--- src/hdl/sura_pkg.sv ---
// Package with the constants of the shared divisor-high / frame configuration access block.
package sura_pkg;
  localparam int unsigned SURA_DATA_W    = 8;
  localparam int unsigned SURA_SEL_BIT   = 7;
  localparam logic [7:0]  SURA_DIVH_RST  = 8'h00;
  localparam logic [7:0]  SURA_CFG_RST   = 8'h06;
  localparam logic [3:0]  SURA_DIVH_MASK = 4'hf;
  localparam logic        SURA_FLAG_RST  = 1'b0;
endpackage

--- src/hdl/sura_reg8.sv ---
// Eight-bit storage register with load strobe.
`timescale 1ns/100ps
module sura_reg8
  import sura_pkg::*;
#(
  parameter logic [7:0] RST_VAL = 8'h00
)
(
  input  wire logic       clk,
  input  wire logic       rst_n,
  input  wire logic       load,
  input  wire logic [7:0] din,
  output logic      [7:0] q
);
  logic [7:0] next_q;

  always_comb
  begin
    next_q = q;
    if (load)
    begin
      next_q = din;
    end
  end

  always_ff @(posedge clk)
  begin
    if (!rst_n)
    begin
      q <= RST_VAL;
    end
    else
    begin
      q <= next_q;
    end
  end
endmodule

--- src/hdl/sura_top.sv ---
// Access logic for the I/O address shared by the baud divisor high and frame configuration registers.
//
// Function
// - A write with the select bit clear loads the divisor high register only.
// - A write with the select bit set loads the frame configuration register only.
// - A read not preceded by a read of this address one cycle earlier returns the divisor high register.
// - A read that directly follows a read of this address returns the frame configuration register.
`timescale 1ns/100ps
module sura_top
  import sura_pkg::*;
(
  input  wire logic       clk,
  input  wire logic       rst_n,
  input  wire logic       sel,
  input  wire logic       wr_en,
  input  wire logic       rd_en,
  input  wire logic [7:0] wdata,
  output logic      [7:0] rdata,
  output logic      [7:0] baud_divisor_high,
  output logic      [7:0] frame_cfg
);
  // ********************************************************
  // Local constants
  // ********************************************************
  localparam logic [7:0] SEL_MASK    = 8'h01 << SURA_SEL_BIT;
  localparam logic [7:0] CFG_RST_VAL = SURA_CFG_RST | SEL_MASK;
  localparam logic [7:0] DIVH_KEEP   = 8'(SURA_DIVH_MASK);
  localparam logic [7:0] RDATA_RST   = 8'h00;

  // ********************************************************
  // Write decode
  // ********************************************************
  logic       wr_access;
  logic       register_select_bit;
  logic       load_divh;
  logic       load_cfg;
  logic [7:0] divh_din;
  logic [7:0] divh_q;

  assign wr_access           = sel & wr_en;
  assign register_select_bit = wdata[SURA_SEL_BIT];
  assign load_divh           = wr_access & ~register_select_bit;
  assign load_cfg            = wr_access & register_select_bit;
  // Only the low nibble of the divisor high part exists; the top bits read as zero.
  assign divh_din            = wdata & DIVH_KEEP;
  assign baud_divisor_high   = divh_q;

  sura_reg8 #(
    .RST_VAL (SURA_DIVH_RST)
  ) u_divh (
    .clk   (clk),
    .rst_n (rst_n),
    .load  (load_divh),
    .din   (divh_din),
    .q     (divh_q)
  );

  // The select bit is kept set in the stored configuration so a read shows it as one.
  sura_reg8 #(
    .RST_VAL (CFG_RST_VAL)
  ) u_cfg (
    .clk   (clk),
    .rst_n (rst_n),
    .load  (load_cfg),
    .din   (wdata),
    .q     (frame_cfg)
  );

  // ********************************************************
  // Read sequence
  // ********************************************************
  // A read arms the sequence for exactly one cycle; any other cycle, a lone write included, disarms it.
  typedef enum logic
  {
    SURA_RD_IDLE,
    SURA_RD_ARMED
  } sura_rd_state_t;

  logic           rd_access;
  logic           rd_prev;
  logic [7:0]     next_rdata;
  sura_rd_state_t rd_state;
  sura_rd_state_t next_rd_state;

  assign rd_access = sel & rd_en;
  assign rd_prev   = (rd_state == SURA_RD_ARMED);

  always_comb
  begin
    next_rd_state = rd_state;
    next_rdata    = rdata;
    case (rd_state)
      SURA_RD_IDLE:
      begin
        if (rd_access)
        begin
          next_rd_state = SURA_RD_ARMED;
          next_rdata    = divh_q;
        end
      end
      SURA_RD_ARMED:
      begin
        next_rd_state = SURA_RD_IDLE;
        if (rd_access)
        begin
          next_rd_state = SURA_RD_ARMED;
          next_rdata    = frame_cfg;
        end
      end
      default:
      begin
        next_rd_state = SURA_RD_IDLE;
      end
    endcase
  end

  always_ff @(posedge clk)
  begin
    if (!rst_n)
    begin
      rd_state <= SURA_RD_IDLE;
      rdata    <= RDATA_RST;
    end
    else
    begin
      rd_state <= next_rd_state;
      rdata    <= next_rdata;
    end
  end

  // ********************************************************
  // Checks
  // ********************************************************
  a_flag_tracks_read: assert property (@(posedge clk) disable iff (!rst_n)
    rd_prev == ($past(rd_access) && $past(rst_n)))
    else $error("read flag does not follow previous read");

  a_single_read_divh: assert property (@(posedge clk) disable iff (!rst_n)
    (rd_access && !rd_prev) |=> (rdata == $past(divh_q)))
    else $error("single read did not return divisor high");

  a_double_read_cfg: assert property (@(posedge clk) disable iff (!rst_n)
    (rd_access && rd_prev) |=> (rdata == $past(frame_cfg)))
    else $error("second read did not return configuration");

  a_back_to_back: assert property (@(posedge clk) disable iff (!rst_n)
    (rd_access ##1 rd_access) |=> (rdata == $past(frame_cfg)))
    else $error("back to back reads did not yield configuration");

  a_write_divh: assert property (@(posedge clk) disable iff (!rst_n)
    load_divh |=> (divh_q == ($past(wdata) & DIVH_KEEP)) && $stable(frame_cfg))
    else $error("divisor high write wrong");

  a_write_cfg: assert property (@(posedge clk) disable iff (!rst_n)
    load_cfg |=> (frame_cfg == $past(wdata)) && $stable(divh_q))
    else $error("configuration write wrong");

  a_idle_holds: assert property (@(posedge clk) disable iff (!rst_n)
    !rd_access |=> !rd_prev && $stable(rdata))
    else $error("idle cycle changed read state");

  a_no_write_hold: assert property (@(posedge clk) disable iff (!rst_n)
    !wr_access |=> $stable(divh_q) && $stable(frame_cfg))
    else $error("register changed without write");

  a_write_exclusive: assert property (@(posedge clk) disable iff (!rst_n)
    !(load_divh && load_cfg))
    else $error("one write selected both registers");

  a_divh_upper_zero: assert property (@(posedge clk) disable iff (!rst_n)
    (baud_divisor_high & ~DIVH_KEEP) == '0)
    else $error("divisor high upper bits not zero");

  a_cfg_sel_set: assert property (@(posedge clk) disable iff (!rst_n)
    frame_cfg[SURA_SEL_BIT])
    else $error("configuration select bit not set");

  a_flag_set_read: assert property (@(posedge clk) disable iff (!rst_n)
    rd_access |=> rd_prev)
    else $error("read did not set the read flag");

  a_flag_from_read: assert property (@(posedge clk) disable iff (!rst_n)
    rd_prev |-> $past(rd_access))
    else $error("read flag set without a read");

  a_gap_restarts: assert property (@(posedge clk) disable iff (!rst_n)
    (rd_access ##1 !rd_access ##1 rd_access) |=> (rdata == $past(divh_q)))
    else $error("read after a gap did not return divisor high");

  a_write_gap_divh: assert property (@(posedge clk) disable iff (!rst_n)
    (rd_access ##1 (wr_access && !rd_access) ##1 rd_access) |=> (rdata == $past(divh_q)))
    else $error("read after a write did not return divisor high");

  a_third_read_cfg: assert property (@(posedge clk) disable iff (!rst_n)
    (rd_access ##1 rd_access ##1 rd_access) |=> (rdata == $past(frame_cfg)))
    else $error("third read in a row did not return configuration");

  a_read_during_write: assert property (@(posedge clk) disable iff (!rst_n)
    (rd_access && wr_access) |=> (rdata == $past(rd_prev ? frame_cfg : divh_q)))
    else $error("read during write did not return the old value");

  a_rdata_on_read: assert property (@(posedge clk) disable iff (!rst_n)
    ($past(rst_n) && $changed(rdata)) |-> $past(rd_access))
    else $error("read data changed without a read");

  a_divh_on_write: assert property (@(posedge clk) disable iff (!rst_n)
    ($past(rst_n) && $changed(divh_q)) |-> $past(load_divh))
    else $error("divisor high changed without its write");

  a_cfg_on_write: assert property (@(posedge clk) disable iff (!rst_n)
    ($past(rst_n) && $changed(frame_cfg)) |-> $past(load_cfg))
    else $error("configuration changed without its write");

  a_reset_state: assert property (@(posedge clk) !rst_n |=>
    (rd_prev == SURA_FLAG_RST) && (rdata == RDATA_RST) &&
    (divh_q == SURA_DIVH_RST) && (frame_cfg == CFG_RST_VAL))
    else $error("reset did not restore the access state");
endmodule

--- config.mk ---
export PLATFORM = sky130hd
export DESIGN_NAME = sura_top
export DESIGN_NICKNAME = d
export VERILOG_FILES = /design/src/hdl/sura_pkg.sv /design/src/hdl/sura_reg8.sv /design/src/hdl/sura_top.sv
export SDC_FILE = /design/constraint.sdc
export NUM_CORES = 1
export LEC_CHECK = 0
export BUFFER_PORTS_ARGS = -buffer_cell sky130_fd_sc_hd__buf_2
export CORE_UTILIZATION = 41
export CTS_BUF_LIST = sky130_fd_sc_hd__clkbuf_8 sky130_fd_sc_hd__clkbuf_16
export CTS_CLUSTER_DIAMETER = 60
export DETAILED_ROUTE_END_ITERATION = 10
export HOLD_SLACK_MARGIN = 0.06
export PLACE_DENSITY = 0.76
export SLEW_MARGIN = 20
export SYNTH_ARGS = -nofsm -noshare
export SYNTH_HDL_FRONTEND = slang
export SYNTH_SLANG_ARGS = --single-unit
--- constraint.sdc ---
create_clock -name clk -period 1 [get_ports clk]
set_clock_uncertainty 0.05 [all_clocks]
set_input_delay 0.2 -clock clk [delete_from_list [all_inputs] [get_ports clk]]
set_output_delay 0.2 -clock clk [all_outputs]
set_load 0.03 [all_outputs]
# Yosys cells after proc, flatten, opt, wreduce, memory -nomap -nowiden
# Cells that the tools add are included.
[word_totals]
register_bits = 21
in_bits = 13
output_inout_bits = 24
wordCells = 17
[op_classes]
n_eq_ne = 2
mux = 4
bitwise = 6
reduce_logical = 1
[ops]
columns = ["op", "count"]
rows = [
  ["$mux 8", 2],
  ["$pmux 8 s2", 1],
  ["$and 1x1->1", 4],
  ["$ne 2x2->1 const B", 2],
  ["$not 1->1", 2],
  ["$reduce_and 2->1", 1],
  ["$mux 1", 1],
]

# Logic depth before layout (Yosys ltp)
[logic_depth]
word_depth = 3
ltp_mapped = 4

# Modules after synthesis
# From an unflattened synthesis, not the netlist that was laid out.
[unflattened]
cells_unflattened = 94
hier_area_um2 = 1068.5
[modules_own_cells]
columns = ["module", "n_inst", "cells_per_inst", "area_each_um2"]
rows = [
  ["sura_top", 1, 44, 473.0],
  ["sura_reg8 (u_divh)", 1, 25, 301.5],
  ["sura_reg8 (u_cfg)", 1, 25, 294.0],
]

# Worst setup path before layout
# Ideal clock, no wire load.
[synth_path]
kind = "flip-flop to flip-flop"
startpoint = "register u_cfg.q[1]"
endpoint = "register rdata[1]"
setup_time_ns = 0.091
t_arrival_ns = 0.853
t_required_ns = 0.859
slack_ns = 0.006
stages_incl_launch_ff = 3
synth_period_minus_slack_ns = 0.994
cell_sequence = "dfxtp_1 -> mux2i_1 -> a311oi_1"
[synth_via]
elab_chain_len = 2
[synth_rtl]
columns = ["element", "line_no", "rtl"]
rows = [
  ["from (decl)", "sura_reg8.sv:13", "output logic [7:0] q"],
  ["from (signal assigned)", "sura_reg8.sv:34", "q <= next_q;"],
  ["$mux 8", "sura_top.sv:104", "if (rd_access)"],
  ["$pmux 8 s2", "sura_top.sv:92", "case (rd_state)"],
  ["to (signal assigned)", "sura_top.sv:127", "rdata <= next_rdata;"],
  ["to (decl)", "sura_top.sv:18", "output logic [7:0] rdata,"],
]
# Every way passes these cells. The select of a mux whose other input is x is not followed.
# A chain may end at the register's enable or synchronous reset.

# Final worst setup path
[layout_path]
startpoint = "register u_cfg.q[2]"
endpoint = "output port frame_cfg[2]"
[layout_rtl]
columns = ["element", "line_no", "rtl"]
rows = [
  ["to (decl)", "sura_top.sv:20", "output logic [7:0] frame_cfg"],
]
# No word-level cell between the ends.

==> flow_summary_export.csv <==
group,metric,value,unit
hold_path,min_to,"u_cfg.q[4]",
logic_synthesis,synth.largest_area_cell,"dfxtp_1",
sta,rsz0062_at_grt,"true",
clock_tree,insertion_delay,0.25,ns
final_layout,diodes,0,
clock_tree,cts_buffers,3,
setup_path,critical_path_buf_inv_count,1,
die,core,2020,µm²
logic_synthesis,synthCells,94,
clock_tree,cts-htree-levels,1,
sta,hold_viol_final,0,
setup_path,rr_worst_depth,3,
die,die_w,49.0,µm
run_status,status,"completed",
route,wirelength,1970,µm
clock_tree,ctsLongestPathBuffers,2,
logic_synthesis,ys_types,17,
place,dpl_cell_area,1090,µm²
route,drc,0,
logic_synthesis,synth_top_area_frac,0.463,
setup_path,cp_slowest_cell,"dfxtp_2",
logic_synthesis,ys.flop_type,"dfxtp_1",
setup_path,cp-end-kind,"output port",
route,avgViaCountPerCell,5.03,
route,final_antenna_net_count,0,
grt,grt_remaining_overflow,0,
sta,setup_violations,0,
sta,timing.fmax,1.01,GHz
grt,grt_antenna_before_repair,0,
run,maxCapViolations,0,
die,rows,16,
route,wl_per_cell,12.4,µm
setup_path,cp-start-kind,"register",
die,start_util,0.449,
logic_synthesis,synth_top_family_by_area,"compound AO/OA/AOI/OAI gates",
sta,post-route-period-util,0.992,
clock_tree,tritoncts,"yes",
setup_path,cp_max_fo,3,
place,dp_cells,150,
place,pre_cts_slack,-0.0296,ns
logic_synthesis,synth_warnings,0,
logic_synthesis,async_flop_share,0,
place,place.gp.congestion,0.818,
die,die_h,49.0,µm
final_layout,stdcell_count,159,
sta,final.setup.worst_slack,0.00818,ns
logic_synthesis,netlist_area,907,µm²
setup_path,cpPeakStageDelay,0.36,ns
sta,layout_min_cycle_time,0.992,ns
setup_path,crit_family,"flip-flops",
logic_synthesis,synth-seq-cells,21,
place,io_buffer_count,32,
route,drt_iter0_markers,8,
power,p_per_area,1300,nW/µm²
grt,grt_max_degree,21,
power,peakVddDrop,0.605,mV
final_layout,fin_nets,146,
hold_path,hold_class,"in2reg",
setup_path,r2r_slack,0.04,ns
sta,final_max_slew_viol_count,0,
grt,grt_pass1_wl,3030,µm
setup_path,path_class,"reg2out",
hold_path,holdPathStages,3,
die,boundaryPins,37,
clock_tree,cts-root-buf,"clkbuf_8",
die,die-area,2400,µm²
logic_synthesis,synthXorXnorAreaFrac,0,
setup_path,worstPathRequired,0.75,ns
final_layout,final_layout_size_suffix_gt1_frac,0.545,
setup_path,critical_path_arrival,0.74,ns
clock_tree,clk_pin_slew_worst_paths,0.07,ns
final_layout,final_area,1320,µm²
logic_synthesis,synth_compound_area_frac,0.143,
setup_path,r2r_start,"rd_prev",
grt,grt_use_total,0.164,
sta,setup_tns,0,ns
logic_synthesis,muxShareOfSynthArea,0.143,
setup_path,r2r_end,"rdata[4]",
route,firstDrtPassIters,4,
logic_synthesis,synthSimpleGateAreaFrac,0.141,
logic_synthesis,ys_top_cells_by_area,"dfxtp_1 46%, mux2i_1 14%, nand2_1 6.6%, buf_4 5.8%, a21bo_2 4.4%",
setup_path,cp_cell_sequence,"buf_6",
hold_path,hp-start,"wdata[4]",
clock_tree,clkSinkCount,21,
route,num_vias,799,
logic_synthesis,syn_area_per_cell,9.65,µm²
sta,hold_ws,0.131,ns
final_layout,area_delta_synth_final,45.5,%
logic_synthesis,synth-edff-count,0,
logic_synthesis,ys_seq_area_frac,0.463,
grt,grt_pass1_vias,728,
power,power.leakage,0.595,nW
logic_synthesis,synthAdderAreaFrac,0,
-- timing repair --
action | CTS | global route
setup buffers | 0 | 5
hold buffers | 0 | 0
resized for setup | 52 | 9
setup endpoints to repair | 27 | 17
-- placed cells by master (no fill, tap or decap), drive strengths merged --
master	count
a311oi	4
or3	1
clkinv	1
dfxtp	21
buf	43
nand3b	1
o211ai	2
nand2	16
nand4	6
a21oi	8
clkbuf	3
mux2i	13
and3	2
conb	4
a21bo	4
inv	3
-- kinds of logic (layout without fill, tap and decap cells) --
kind of cell / Yosys count / count (layout)
and+or+nand+nor: 26 / 26
muxes: 13 / 13
other: 1 / 4
buffers and inverters: 15 / 50
AOI/OAI and AO/OA: 18 / 18
DFF: 21 / 21
-- layout make-up --
cell class                 count  area (µm²)
tap                           27        33.8
clock inverter                 1        3.75
inverter                       3        11.3
clock buffer                   3        41.3
timing repair buffer          43         380
fill                         166         702
multi-input combinational     61         403
sequential                    21         447
-- per-stage QoR --
stage,power (mW),utilization
after floorplan,1.09,-
after global placement,1.15,0.537
after detailed placement,1.16,0.537
after CTS,1.72,0.624
after global routing,1.79,0.653
final,1.72,0.653
-- flip-flops by register name, summed over array words and instances (netlist names) --
signal and flops:
rdata 8, rd_prev 1, u_cfg.q 8, u_divh.q 4
-- worst max path at each step --
| stage | startpoint | cells after the start | slack (ns) | end |
|---|---|---|---|---|
| floorplan | u_cfg.q[1] | 2 | 0.006 | rdata[1] |
| global placement | sel | 3 | 0.005 | u_cfg.q[7] |
| detailed placement | rd_prev | 2 | -0.03 | rdata[3] |
| CTS | u_cfg.q[2] | 1 | 0.001 | frame_cfg[2] |
| global route | u_cfg.q[7] | 1 | -0.02 | frame_cfg[7] |
| finish | u_cfg.q[2] | 1 | 0.008 | frame_cfg[2] |
-- where the power goes --
part	leakage (nW)	total, mW	internal (mW)	switching [mW]
Clock	0.0269	0.525	0.273	0.252
Sequential	0.178	0.899	0.871	0.0278
Combinational	0.390	0.294	0.128	0.166
-- worst reg2reg max path, stage by stage (launching register included) --
cell,delay [ns]
dfxtp_2,0.42
buf_4,0.15
nand4_1,0.09
a21oi_1,0.18
-- layer usage --
| layer | global-route usage | vias to the layer above | wire length [µm] |
|---|---|---|---|
| li1 | - | 399 | - |
| met3 | 0.0218 | 4 | 42 |
| met4 | 0.0882 | 0 | 36 |
| met5 | 0 | - | 0 |
| met2 | 0.287 | 20 | 1010 |
| met1 | 0.192 | 376 | 881 |
-- synth_stat cells, types with 2 or more instances --
library cell	instances
a21bo_2	4
a21oi_1	8
a311oi_1	4
and3_1	2
buf_2	4
buf_4	7
dfxtp_1	21
inv_1	2
mux2i_1	13
nand2_1	16
nand4_1	6
o211ai_1	2
No activity file was read; power rests on OpenSTA's default activity.
